===== config.mk =====
export PLATFORM = sky130hd
export DESIGN_NAME = ccs_switch
export DESIGN_NICKNAME = d
export VERILOG_FILES = /design/src/hw/ccs_pkg.sv /design/src/hw/ccs_bank_gate.sv /design/src/hw/ccs_switch.sv
export VERILOG_INCLUDE_DIRS = /design/src /design/src/hw
export SDC_FILE = /design/constraint.sdc
export NUM_CORES = 1
export LEC_CHECK = 0
export ABC_AREA = 1
export BUFFER_PORTS_ARGS = -buffer_cell sky130_fd_sc_hd__buf_2
export CAP_MARGIN = 10
export CORE_UTILIZATION = 34
export CTS_CLUSTER_SIZE = 24
export DETAILED_ROUTE_END_ITERATION = 6
export GPL_TIMING_DRIVEN = 0
export HOLD_SLACK_MARGIN = 0.06
export PLACE_DENSITY = 0.77
export SYNTH_ARGS = -nofsm -noshare
export SYNTH_HDL_FRONTEND = slang
export SYNTH_SLANG_ARGS = --single-unit
export TNS_END_PERCENT = 10

===== constraint.sdc =====
create_clock -name clk_in -period 1.3 [get_ports clk_in]
set_clock_uncertainty 0.2 [all_clocks]
set_input_delay 0.26 -clock clk_in [delete_from_list [all_inputs] [get_ports clk_in]]
set_output_delay 0.26 -clock clk_in [all_outputs]
set_load 0.01 [all_outputs]

===== src/hw/ccs_defines.svh =====
`ifndef CCS_DEFINES_SVH
`define CCS_DEFINES_SVH

// ----------------------------------------
// register map
// ----------------------------------------
`define CCS_ADDR_W 12
`define CCS_CTRL_OFS 12'h000
`define CCS_STAT_OFS 12'h004

// ----------------------------------------
// control register fields
// ----------------------------------------
`define CCS_CTRL_W 4
`define CCS_CTRL_RST 4'h0
`define CCS_SEL_SECOND_BIT 0
`define CCS_SEL_FIRST_BIT 1
`define CCS_A_DIS_BIT 2
`define CCS_B_DIS_BIT 3

// ----------------------------------------
// status register fields
// ----------------------------------------
`define CCS_STAT_A_ACT_BIT 0
`define CCS_STAT_B_ACT_BIT 1
`define CCS_STAT_ROUTE_LSB 2

// ----------------------------------------
// fanout
// ----------------------------------------
`define CCS_BANK_PAIRS 3
`define CCS_BANKS 2
`define CCS_SYNC_STAGES 2

`endif


===== src/hw/ccs_pkg.sv =====
package ccs_pkg;

  // route mode: bit1 is the first select, bit0 the second
  typedef enum logic [1:0] {
    CCS_ZERO_ALL = 2'b00,
    CCS_ONE_ALL = 2'b01,
    CCS_SPLIT = 2'b10,
    CCS_CROSS = 2'b11
  } ccs_route_t;

  typedef struct packed {
    logic b_dis;
    logic a_dis;
    ccs_route_t route;
  } ccs_ctrl_t;

  typedef struct packed {
    logic [2:0] true_lvl;
    logic [2:0] comp_lvl;
  } ccs_bank_out_t;

endpackage


===== src/hw/ccs_bank_gate.sv =====
`timescale 1ns/1ns
`include "ccs_defines.svh"

module ccs_bank_gate #(
  parameter int WIDTH = `CCS_BANK_PAIRS
) (
  input wire logic clk_in,
  input wire logic srst_in,
  input wire logic ref_lvl_in,
  input wire logic disable_in,
  output logic active_out,
  output logic [WIDTH-1:0] true_out,
  output logic [WIDTH-1:0] comp_out
);

  logic active_q;
  logic [WIDTH-1:0] true_q;
  logic [WIDTH-1:0] comp_q;

  // ----------------------------------------
  // gate state, moves only in low phase
  // ----------------------------------------
  always_ff @(posedge clk_in) begin
    if (srst_in) begin
      active_q <= 1'b0;
    end else if (!ref_lvl_in) begin
      active_q <= !disable_in;
    end
  end

  // ----------------------------------------
  // output pairs
  // ----------------------------------------
  always_ff @(posedge clk_in) begin
    if (srst_in) begin
      true_q <= '0;
      comp_q <= '1;
    end else begin
      true_q <= {WIDTH{ref_lvl_in & active_q}};
      comp_q <= {WIDTH{~(ref_lvl_in & active_q)}};
    end
  end

  assign active_out = active_q;
  assign true_out = true_q;
  assign comp_out = comp_q;

endmodule


===== src/hw/ccs_switch.sv =====
`timescale 1ns/1ns
`include "ccs_defines.svh"

module ccs_switch #(
  parameter int PAIRS = `CCS_BANK_PAIRS
) (
  input wire logic clk_in,
  input wire logic srst_in,
  input wire logic psel_in,
  input wire logic penable_in,
  input wire logic pwrite_in,
  input wire logic [`CCS_ADDR_W-1:0] paddr_in,
  input wire logic [31:0] pwdata_in,
  input wire logic [3:0] pstrb_in,
  output logic pready_out,
  output logic [31:0] prdata_out,
  output logic pslverr_out,
  input wire logic ref_input_zero_in,
  input wire logic ref_input_one_in,
  output logic [PAIRS-1:0] bank_a_outputs_out,
  output logic [PAIRS-1:0] bank_a_outputs_n_out,
  output logic [PAIRS-1:0] bank_b_outputs_out,
  output logic [PAIRS-1:0] bank_b_outputs_n_out
);

  // ----------------------------------------
  // routing decode
  // ----------------------------------------
  function automatic logic route_lvl(input ccs_pkg::ccs_route_t route, input logic bank_b,
                                     input logic zero_lvl, input logic one_lvl);
    logic lvl;
    lvl = zero_lvl;
    unique case (route)
      ccs_pkg::CCS_ZERO_ALL: lvl = zero_lvl;
      ccs_pkg::CCS_ONE_ALL: lvl = one_lvl;
      ccs_pkg::CCS_SPLIT: lvl = bank_b ? one_lvl : zero_lvl;
      ccs_pkg::CCS_CROSS: lvl = bank_b ? zero_lvl : one_lvl;
    endcase
    return lvl;
  endfunction

  ccs_pkg::ccs_ctrl_t ctrl_q;
  logic [`CCS_SYNC_STAGES-1:0] zero_sync_q;
  logic [`CCS_SYNC_STAGES-1:0] one_sync_q;
  logic zero_lvl;
  logic one_lvl;
  logic [`CCS_BANKS-1:0] src_lvl;
  logic [`CCS_BANKS-1:0] bank_dis;
  logic [`CCS_BANKS-1:0] bank_act;
  ccs_pkg::ccs_bank_out_t [`CCS_BANKS-1:0] bank_out;
  logic setup_phase;
  logic access_wr;
  logic ctrl_hit;
  logic stat_hit;
  logic [31:0] prdata_q;
  logic pslverr_q;
  logic [31:0] rd_mux;
  logic rd_err;

  // ----------------------------------------
  // reference input synchronisers
  // ----------------------------------------
  // both references sampled
  always_ff @(posedge clk_in) begin
    if (srst_in) begin
      zero_sync_q <= '0;
      one_sync_q <= '0;
    end else begin
      zero_sync_q <= {zero_sync_q[0], ref_input_zero_in};
      one_sync_q <= {one_sync_q[0], ref_input_one_in};
    end
  end

  assign zero_lvl = zero_sync_q[1];
  assign one_lvl = one_sync_q[1];

  // ----------------------------------------
  // apb slave
  // ----------------------------------------
  assign setup_phase = psel_in & !penable_in;
  assign access_wr = psel_in & penable_in & pwrite_in;
  assign ctrl_hit = (paddr_in == `CCS_CTRL_OFS);
  assign stat_hit = (paddr_in == `CCS_STAT_OFS);
  assign pready_out = psel_in & penable_in;
  assign prdata_out = prdata_q;
  assign pslverr_out = pslverr_q;

  always_comb begin
    rd_mux = 32'h0000_0000;
    rd_err = 1'b0;
    if (ctrl_hit) begin
      rd_mux[`CCS_CTRL_W-1:0] = ctrl_q;
    end else if (stat_hit) begin
      rd_mux[`CCS_STAT_A_ACT_BIT] = bank_act[0];
      rd_mux[`CCS_STAT_B_ACT_BIT] = bank_act[1];
      rd_mux[`CCS_STAT_ROUTE_LSB +: 2] = ctrl_q.route;
      rd_err = pwrite_in;
    end else begin
      rd_err = 1'b1;
    end
  end

  // read data and error captured in setup, shown in access
  always_ff @(posedge clk_in) begin
    if (srst_in) begin
      prdata_q <= 32'h0000_0000;
      pslverr_q <= 1'b0;
    end else if (setup_phase) begin
      prdata_q <= pwrite_in ? 32'h0000_0000 : rd_mux;
      pslverr_q <= rd_err;
    end
  end

  // ----------------------------------------
  // control register
  // ----------------------------------------
  // select defaults to 00
  always_ff @(posedge clk_in) begin
    if (srst_in) begin
      ctrl_q <= `CCS_CTRL_RST;
    end else if (access_wr && ctrl_hit && pstrb_in[0]) begin
      ctrl_q <= pwdata_in[`CCS_CTRL_W-1:0];
    end
  end

  // ----------------------------------------
  // per-bank routing and gating
  // ----------------------------------------
  assign bank_dis[0] = ctrl_q.a_dis;
  assign bank_dis[1] = ctrl_q.b_dis;

  generate
    for (genvar b = 0; b < `CCS_BANKS; b++) begin : g_bank
      assign src_lvl[b] = route_lvl(ctrl_q.route, (b == 1), zero_lvl, one_lvl);

      ccs_bank_gate #(
        .WIDTH(PAIRS)
      ) u_gate (
        .clk_in(clk_in),
        .srst_in(srst_in),
        .ref_lvl_in(src_lvl[b]),
        .disable_in(bank_dis[b]),
        .active_out(bank_act[b]),
        .true_out(bank_out[b].true_lvl),
        .comp_out(bank_out[b].comp_lvl)
      );
    end
  endgenerate

  assign bank_a_outputs_out = bank_out[0].true_lvl;
  assign bank_a_outputs_n_out = bank_out[0].comp_lvl;
  assign bank_b_outputs_out = bank_out[1].true_lvl;
  assign bank_b_outputs_n_out = bank_out[1].comp_lvl;
endmodule


==> summary.md, run 1 <==
| Metric | Value |
|---|---|
| Post-route cell area | 0.00167 mm2 |
| Dpl cell area | 0.00154 mm2 |
| Fin worst setup slack | -145 ps |
| Port Buffers | 41 |
| Effective utilization at floorplan | 0.368 |
| Hpwl dp | 1710 um |
| CTS max path bufs | 2 |
| Row cnt | 20 |
| Top post-synthesis cells by count | 36 x buf_4, 25 x nand2_1, 24 x inv_1 |
| Fin crit period | 1440 ps |
| Fin nets | 295 |
| Hold Slack | -10.3 ps |
| Slew Limit Fails | 0 |
| DRT iter0 DRCs | 19 |
| Vias per std cell | 3.70 |
| Clk_lat worst skew | 290 ps |
| Kind of cell adding the most delay to the critical path | flip-flops |
| Post-synth EDFFs | 0 |
| Main synth FF type | dfxtp_1 |
| Async S/R FF share, synth | 0 |
| Antenna Nets Post-Route | 0 |
| Worst setup SP type | flop |
| H-tree levels | 1 |
| Crit path largest cell delay | 360 ps |
| Worst VDD drop | 0.644 mV |
| Leakage | 0.935 nW |
| Hold Path Depth | 2 |
| Cell area after synthesis | 0.00116 mm2 |
| Outcome | complete, but fails checks |
| Total power | 1.13 mW |
| DIE HEIGHT | 60.4 um |
| Fin crit share | 1.11 |
| Routed len/inst | 7.35 um |
| Yosys cell types | 22 |
| Setup CP Type | flop to flop |
| Hold WC Path Type | primary input to flop |
| Layout cells sized above 1 | 0.451 |
| Critical-path maximum fanout | 3 |
| CTS buffer count | 3 |
| Cell Pwr Density | 679 mW/mm2 |
| Total wire length | 2060 um |
| TritonCTS clock tree | built |
| Die width | 60.4 um |
| Sequential-to-total area share from yosys stat | 0.328 |
| RSZ-0062 raised after global routing | true |
| Vias | 1041 |
| Setup_tns | -535 ps |
| Largest net degree at the start of global routing | 11 |
| Most numerous cell in the Yosys netlist | buf_4 |
| Synth area leaders | dfxtp_1 33%, buf_4 23%, nand2_1 8.1%, inv_1 7.8%, nor2_1 4.8% |
| Most common cell on crit path | nor2_2 |
| Drt first pass iters | 4 |
| Core area | 0.00315 mm2 |
| Cell taking the most area after synthesis | dfxtp_1 |
| Critical path required time | 1310 ps |
| Routability cong. | 0.876 |
| Total gr overflow | 0 |
| ANT cells | 0 |
| Number of synthesized register bits | 19 |
| Cts hold-fix bufs | 6 |
| WP buf/inv | 2 |
| First-pass GRT wire length | 2950 um |
| Vias in the first global route | 763 |
| Mean area per synthesized cell | 7.40 um2 |
| Initial antenna violation count | 0 |
| CP Capture Type | flop |
| Clock transition at the registers of the reported paths | 100 ps |
| Total Routing Usage GR | 0.107 |
| Area of the die | 0.00365 mm2 |
| Worst path depth | 8 |
| Drt drc | 0 |
| CP max stage cell | dfxtp_2 |
| # IOs | 101 |
| Worst EP arrival | 1460 ps |
| Synth top area share | 0.328 |
| Reg2reg path depth | 8 |
| Area growth, synth to finish | 43.7% |
| Fmax | 692 MHz |
| MaxCap Viol Count | 0 |
| Cells along the critical path | inv_2, ha_4, nor2_2, a21oi_2, nand2_1, nor2_2, inv_1, o31ai_2 |
| Final hold violations | 1 |
| Gate count of the mapped netlist | 157 |
| Root buffer cell | clkbuf_4 |
| Failing checks | hold timing, setup timing |
| # setup viols final | 13 |
| Clock sink total | 19 |
| Synth warn | 0 |
-- per-layer routing --
| layer | global-route usage | vias to the layer above | part of all wire |
|---|---|---|---|
| met5 | 0 | - | 0 |
| met4 | 0.0195 | 0 | 0 |
| met3 | 0.0384 | 0 | 0.072 |
| met2 | 0.203 | 36 | 0.51 |
| met1 | 0.113 | 428 | 0.42 |
| li1 | - | 577 | - |
-- final cells by class --
class | instances | area (um2)
flip-flops and latches | 19 | 388
plain buffers | 38 | 287
inverters | 24 | 90.1
fillers | 335 | 1480
well taps | 44 | 55.1
clock buffers | 4 | 26.3
repair buffers | 49 | 280
multi-input cells | 103 | 543
-- worst paths after layout --
| check | startpoint | to | slack, ps |
|---|---|---|---|
| worst max-delay path | ctrl_q[1]$_SDFFE_PP0P_ | g_bank[1].u_gate.active_out$_SDFFE_PP0P_ | -140 |
| worst min-delay path | srst_in | g_bank[1].u_gate.true_out[0]$_SDFF_PP0_ | -10 |
| worst max register to register | ctrl_q[1]$_SDFFE_PP0P_ | g_bank[1].u_gate.active_out$_SDFFE_PP0P_ | -140 |
| worst min register to register | one_sync_q[0]$_SDFF_PP0_ | one_sync_q[1]$_SDFF_PP0_ | 210 |
-- report_power, final --
| part | switching [mW] | internal [mW] | leakage, nW | total [mW] |
|---|---|---|---|---|
| logic | 0.114 | 0.124 | 0.764 | 0.239 |
| registers | 0.00623 | 0.597 | 0.156 | 0.603 |
| clock network | 0.172 | 0.119 | 0.0150 | 0.291 |
| total | 0.293 | 0.840 | 0.935 | 1.13 |
-- metrics by stage --
step,setup WS (ps),utilization,std cells
global placement,-172,0.488,269
detailed placement,-171,0.488,269
finish,-145,0.529,281
floorplan,-22.7,-,184
global route,-223,0.529,281
CTS,-155,0.520,280
-- what timing repair did --
item	4_1_cts	5_1_grt
hold endpoints to repair	9	3
resized for setup	4	8
setup buffers	1	1
endpoints found under the setup margin	14	15
pin swaps	3	0
-- placed cells by master (no fill, tap or decap), types with 3 or more instances in the layout --
cell type and count:
buf_2 42, buf_4 38, conb_1 28, nand2_1 25
inv_1 23, dfxtp_1 13, nor2_1 11, nand3_1 8
o21ai_1 6, a21oi_1 6, dfxtp_2 6, dlygate4sd3_1 6
a21oi_2 5, nor2_2 4, clkbuf_4 3
-- kinds of logic after synthesis --
logic type / count (synthesis) / share of synthesized area
AO/OA/AOI/OAI: 19 / 0.0981
adder cells (fa/ha/maj): 2 / 0.0215
buffers and inverters: 62 / 0.324
flip-flops: 19 / 0.328
other: 1 / 0.00323
AND/OR/NAND/NOR: 54 / 0.225
-- state kept, by name (all words and copies together), names as in the netlist --
register and count:
bank_dis 2, ctrl_q 2, g_bank.u_gate.active_out 2, g_bank.u_gate.comp_out 2
g_bank.u_gate.true_out 2, one_sync_q 2, prdata_out 4, pslverr_out 1
zero_sync_q 2
No activity file was read; power rests on OpenSTA's default activity.
==> run 2, diff against run 1 <==
--- a/config.mk
+++ b/config.mk
@@ -9,12 +9,12 @@
 export ABC_AREA = 1
 export BUFFER_PORTS_ARGS = -buffer_cell sky130_fd_sc_hd__buf_2
 export CAP_MARGIN = 10
-export CORE_UTILIZATION = 34
+export CORE_UTILIZATION = 38
 export CTS_CLUSTER_SIZE = 24
 export DETAILED_ROUTE_END_ITERATION = 6
 export GPL_TIMING_DRIVEN = 0
 export HOLD_SLACK_MARGIN = 0.06
-export PLACE_DENSITY = 0.77
+export PLACE_DENSITY = 0.81
 export SYNTH_ARGS = -nofsm -noshare
 export SYNTH_HDL_FRONTEND = slang
 export SYNTH_SLANG_ARGS = --single-unit
==> constraint.sdc (replaced) <==
create_clock -name clk_in -period 1.45 [get_ports clk_in]
set_clock_uncertainty 0.2 [all_clocks]
set_input_delay 0.29 -clock clk_in [delete_from_list [all_inputs] [get_ports clk_in]]
set_output_delay 0.29 -clock clk_in [all_outputs]
set_load 0.01 [all_outputs]
==> summary.md, run 2 (same netlist as run 1, synthesis figures left out) <==
| Metric | Value |
|---|---|
| Outcome | complete, but fails checks |
| Failing checks | DRC, setup timing |
| Routed len/inst | 7.63 um (+3.8%) |
| MaxCap Viol Count | 0 (unchanged) |
| Dpl cell area | 0.00151 mm2 (-2.2%) |
| Worst setup SP type | flop |
| Root buffer cell | clkbuf_4 |
| Most common cell after layout, fill and taps aside | buf_2 |
| RR Endpoint | g_bank[1].u_gate.active_out$_SDFFE_PP0P_ |
| Routability cong. | 0.871 (-0.63%) |
| TritonCTS clock tree | built |
| FF-to-FF Start | ctrl_q[1]$_SDFFE_PP0P_ |
| Clock sink total | 19 (unchanged) |
| Total Routing Usage GR | 0.131 (+0.0241) |
| Cell Pwr Density | 620 mW/mm2 (-8.7%) |
| Total power | 1.01 mW (-10%) |
| Worst reg-to-reg setup slack | -10 ps (+130 ps) |
| Vias per std cell | 3.96 (+7.0%) |
| Fin nets | 295 (unchanged) |
| Area growth, synth to finish | 40.9% |
| Effective utilization at floorplan | 0.410 (+0.0422) |
| Drt first pass iters | 7 (+3) |
| Leakage | 0.930 nW (-0.48%) |
| Most frequent cells in the layout | 42 x buf_2, 37 x buf_4, 28 x conb_1 |
| Hpwl dp | 1610 um (-6.1%) |
| Fin worst setup slack | -11.9 ps (+133 ps) |
| Antenna Nets Post-Route | 0 (unchanged) |
| Crit path largest cell delay | 360 ps (about the same) |
| Port Buffers | 41 (unchanged) |
| CP max stage cell | dfxtp_2 |
| Setup CP Type | flop to flop |
| DRT iter0 DRCs | 29 (+10) |
| # fillers | 279 (-17%) |
| Kind of cell adding the most delay to the critical path | flip-flops |
| Hold WC Path Type | primary input to flop |
| ANT cells | 0 (unchanged) |
| RSZ-0062 raised after global routing | true |
| Core area | 0.00283 mm2 (-10%) |
| Inst Count DP | 256 (-4.8%) |
| Final hold violations | 0 (-1) |
| Slew Limit Fails | 0 (unchanged) |
| Drt drc | 5 (+5) |
| CP Capture Type | flop |
| Setup_tns | -11.9 ps (+523 ps) |
| Post-route cell area | 0.00164 mm2 (-1.9%) |
| Storage cell area | 383 um2 (-1.3%) |
| Cells along the critical path | inv_2, ha_4, nor2_2, a21oi_2, nand2_1, nor2_1, inv_1, o31ai_1 |
| Die width | 57.3 um (-5.2%) |
| Critical-path maximum fanout | 3 (unchanged) |
| CTS buffer count | 3 (unchanged) |
| Clock transition at the registers of the reported paths | 100 ps (about the same) |
| Fmax | 684 MHz (-1.2%) |
| Critical path required time | 1460 ps (+150 ps) |
| Worst EP arrival | 1470 ps (about the same) |
| Layout cells sized above 1 | 0.422 (-0.0295) |
| Max reg flops | 4 (unchanged) |
| WP buf/inv | 2 (unchanged) |
| Hold path endpoint | pslverr_out$_SDFFE_PP0P_ |
| Vias in the first global route | 883 (+16%) |
| Clk_lat worst skew | 290 ps (about the same) |
| Fin crit period | 1460 ps (+17.2 ps) |
| Vias | 1062 (+2.0%) |
| First-pass GRT wire length | 3380 um (+14%) |
| Initial antenna violation count | 0 (unchanged) |
| Hold Startpoint | paddr_in[3] |
| Hold Path Depth | 3 (+1) |
| Worst VDD drop | 0.609 mV (-5.4%) |
| DIE HEIGHT | 57.3 um (-5.2%) |
| Total wire length | 2040 um (-0.97%) |
| H-tree levels | 1 (unchanged) |
| Post-layout util | 0.579 (+0.0491) |
| Post-Layout Cell Count | 268 (-4.6%) |
| Reg2reg path depth | 8 (unchanged) |
| Total gr overflow | 0 (unchanged) |
| Largest net degree at the start of global routing | 11 (unchanged) |
| Area of the die | 0.00328 mm2 (-10%) |
| Area of the multi-input gates | 529 um2 (-2.5%) |
| # IOs | 101 (unchanged) |
| Row cnt | 19 (-5.0%) |
| CTS max path bufs | 2 (unchanged) |
| Fin crit share | 1.01 (-0.103) |
| # setup viols final | 1 (-12) |
[run 2: worst min-delay path, delay by kind of cell]
| family | cells | cell delay [ps] |
|---|---|---|
| and+or+nand+nor | 1 | 70 |
| buffers and inverters | 1 | 90 |
| AOI/OAI and AO/OA | 1 | 150 |
[run 2: layer usage]
metal | vias to the layer above | global-route usage | part of all wire
li1 | 574 | - | -
met1 | 450 | 0.135 | 0.40
met2 | 38 | 0.250 | 0.53
met3 | 0 | 0.0522 | 0.076
met4 | 0 | 0.0209 | 0
met5 | - | 0 | 0
[run 2: timing repair]
action                                  CTS  global route
hold buffers                              7             0
endpoints found under the hold margin     8             0
gates cloned                              0             0
buffers inserted                          1             0
endpoints found under the setup margin    3             5
gates resized for setup                   4             5
[run 2: through the flow]
step | setup WS, ps | hold WS [ps]
after floorplan | 66.1 | 173
after global placement | -83.6 | 188
after detailed placement | -119 | 192
after CTS | 2.06 | 120
after global routing | -108 | 137
final | -11.9 | 129
[run 2: report_power, final]
group / leakage (nW) / switching [mW] / internal [mW] / total [mW]
logic: 0.759 / 0.100 / 0.112 / 0.212
clock network: 0.0150 / 0.155 / 0.107 / 0.262
registers: 0.156 / 0.00592 / 0.535 / 0.540
total: 0.930 / 0.261 / 0.753 / 1.01
[run 2: layout make-up]
class | count | area share
multi-input combinational | 103 | 0.323
sequential | 19 | 0.234
buffer | 38 | 0.175
timing repair buffer | 49 | 0.173
inverter | 24 | 0.0550
tap | 31 | 0.0237
clock buffer | 4 | 0.0161
[run 2: worst max-delay path by stage]
stage,slack [ps],start,depth (start not counted),end
2_1_floorplan,70,ctrl_q[1]$_SDFFE_PP0P_,8,g_bank[1].u_gate.active_out$_SDFFE_PP0P_
3_3_place_gp,-80,ctrl_q[1]$_SDFFE_PP0P_,8,g_bank[1].u_gate.active_out$_SDFFE_PP0P_
3_5_place_dp,-120,ctrl_q[1]$_SDFFE_PP0P_,8,g_bank[1].u_gate.active_out$_SDFFE_PP0P_
4_1_cts,2,ctrl_q[1]$_SDFFE_PP0P_,8,g_bank[1].u_gate.active_out$_SDFFE_PP0P_
5_1_grt,-110,ctrl_q[1]$_SDFFE_PP0P_,8,g_bank[1].u_gate.active_out$_SDFFE_PP0P_
6_report,-10,ctrl_q[1]$_SDFFE_PP0P_,8,g_bank[1].u_gate.active_out$_SDFFE_PP0P_
==> run 3, diff against run 2 <==
--- a/config.mk
+++ b/config.mk
@@ -10,11 +10,13 @@
 export BUFFER_PORTS_ARGS = -buffer_cell sky130_fd_sc_hd__buf_2
 export CAP_MARGIN = 10
 export CORE_UTILIZATION = 38
+export CTS_CLUSTER_DIAMETER = 120
 export CTS_CLUSTER_SIZE = 24
 export DETAILED_ROUTE_END_ITERATION = 6
 export GPL_TIMING_DRIVEN = 0
 export HOLD_SLACK_MARGIN = 0.06
 export PLACE_DENSITY = 0.81
+export SKIP_CTS_REPAIR_TIMING = 1
 export SYNTH_ARGS = -nofsm -noshare
 export SYNTH_HDL_FRONTEND = slang
 export SYNTH_SLANG_ARGS = --single-unit
==> summary.md, run 3 (same netlist as run 1, synthesis figures left out) <==
| Metric | Value |
|---|---|
| WL met1 | 802 um (-0.87%) |
| # setup viols final | 1 (unchanged) |
| Total wire length | 2050 um (about the same) |
| Layout cells sized above 1 | 0.439 (+0.0169) |
| First-pass GRT wire length | 3200 um (-5.3%) |
| CP Capture Type | flop |
| Clk_lat worst skew | 300 ps (about the same) |
| TritonCTS clock tree | built |
| CTS buffer count | 3 (unchanged) |
| Max reg flops | 4 (unchanged) |
| Worst VDD drop | 0.605 mV (-0.69%) |
| ANT cells | 0 (unchanged) |
| WL met2 | 1070 um (-1.1%) |
| MaxCap Viol Count | 0 (unchanged) |
| Antenna Nets Post-Route | 0 (unchanged) |
| Die width | 57.3 um (unchanged) |
| Effective utilization at floorplan | 0.410 (unchanged) |
| Met3 WL | 173 um (+11%) |
| Fmax | 675 MHz (-1.3%) |
| Slew Limit Fails | 0 (unchanged) |
| Leakage | 0.931 nW (+0.11%) |
| Critical-path maximum fanout | 3 (unchanged) |
| Cell Pwr Density | 611 mW/mm2 (-1.4%) |
| RSZ-0062 raised after global routing | true |
| Critical path required time | 1470 ps (about the same) |
| Post-Layout Cell Count | 268 (unchanged) |
| Uppermost routed layer | met4 |
| Core area | 0.00283 mm2 (unchanged) |
| Outcome | complete, but fails checks |
| Failing checks | DRC, setup timing |
| Area growth, synth to finish | 42.7% |
| DRT iter0 DRCs | 30 (+3.4%) |
| Total power | 1.01 mW (-0.20%) |
| Fin nets | 295 (unchanged) |
| Worst EP arrival | 1500 ps (+30 ps) |
| Total gr overflow | 0 (unchanged) |
| Vias | 1055 (-0.66%) |
| Port Buffers | 41 (unchanged) |
| Setup_tns | -30.7 ps (-18.7 ps) |
| Drt drc | 5 (unchanged) |
| Fin worst setup slack | -30.7 ps (-18.7 ps) |
| Initial antenna violation count | 0 (unchanged) |
| Clock sink total | 19 (unchanged) |
| Fin crit share | 1.02 (+0.0129) |
| Worst reg-to-reg setup slack | -30 ps (-20 ps) |
| Routability cong. | 0.871 (unchanged) |
| Drt first pass iters | 7 (unchanged) |
| Most frequent cells in the layout | 42 x buf_2, 38 x buf_4, 28 x conb_1 |
| CTS max path bufs | 2 (unchanged) |
| Setup CP Type | flop to flop |
| Largest net degree at the start of global routing | 11 (unchanged) |
| Row cnt | 19 (unchanged) |
| H-tree levels | 1 (unchanged) |
| Hpwl dp | 1610 um (unchanged) |
| Area of the die | 0.00328 mm2 (unchanged) |
| Worst setup SP type | flop |
| DIE HEIGHT | 57.3 um (unchanged) |
| Hold WC Path Type | primary input to flop |
| Vias in the first global route | 826 (-6.5%) |
| Final hold violations | 0 (unchanged) |
| Fin crit period | 1480 ps (+18.7 ps) |
| # IOs | 101 (unchanged) |
| Inst Count DP | 256 (unchanged) |
| Vias per std cell | 3.94 (-0.66%) |
| Clock transition at the registers of the reported paths | 100 ps (about the same) |
| Root buffer cell | clkbuf_4 |
| Most common cell after layout, fill and taps aside | buf_2 |
| Routed len/inst | 7.63 um (about the same) |
| Total Routing Usage GR | 0.123 (-0.00715) |
==> run 3: changes by cell type in the layout (fill, tap and decap cells not counted), sizes merged <==
| cell | delta |
|---|---|
| dlygate4sd3 | -2 |
| buf | +2 |
==> run 3: final timing paths <==
path | start | to | cells after the start
worst max-delay path | ctrl_q[1]$_SDFFE_PP0P_ | g_bank[1].u_gate.active_out$_SDFFE_PP0P_ | 8
worst min-delay path | pwdata_in[1] | ctrl_q[1]$_SDFFE_PP0P_ | 3
worst max register to register | ctrl_q[1]$_SDFFE_PP0P_ | g_bank[1].u_gate.active_out$_SDFFE_PP0P_ | 8
worst min register to register | zero_sync_q[0]$_SDFF_PP0_ | zero_sync_q[1]$_SDFF_PP0_ | 2
==> run 3: layout make-up <==
type | instances | area (um2)
buffer | 38 | 287
tap | 31 | 38.8
clock buffer | 4 | 26.3
timing repair buffer | 49 | 282
inverter | 24 | 90.1
multi-input combinational | 103 | 551
fill | 271 | 1170
sequential | 19 | 383
==> run 3: layer usage <==
metal / up-vias / track usage
met3: 2 / 0.0544
met5: - / 0
met2: 42 / 0.224
met4: 0 / 0.0209
met1: 437 / 0.135
li1: 574 / -
==> run 3: through the flow <==
stage / hold WS (ps) / area (um2) / setup slack [ps] / util
final: 61.3 / 1660 / -30.7 / 0.586
after CTS: -19.3 / 1530 / -140 / 0.542
after detailed placement: 192 / 1510 / -119 / 0.533
after global routing: 74.4 / 1660 / -117 / 0.586
after floorplan: 173 / 1260 / 66.1 / -
after global placement: 188 / 1510 / -83.6 / 0.533
==> run 3: worst max-delay path, stage by stage, from the launching register on <==
cell	delay (ps)
dfxtp_2	370
inv_2	70
ha_4	270
nor2_2	40
a21oi_2	140
nand2_1	70
nor2_1	110
inv_1	70
o31ai_1	60
==> run 3: power by group <==
part	leakage (nW)	internal (mW)	total [mW]	switching (mW)
Combinational	0.760	0.110	0.210	0.100
Clock	0.0150	0.107	0.262	0.155
Sequential	0.156	0.535	0.540	0.00589
Total	0.931	0.752	1.01	0.261
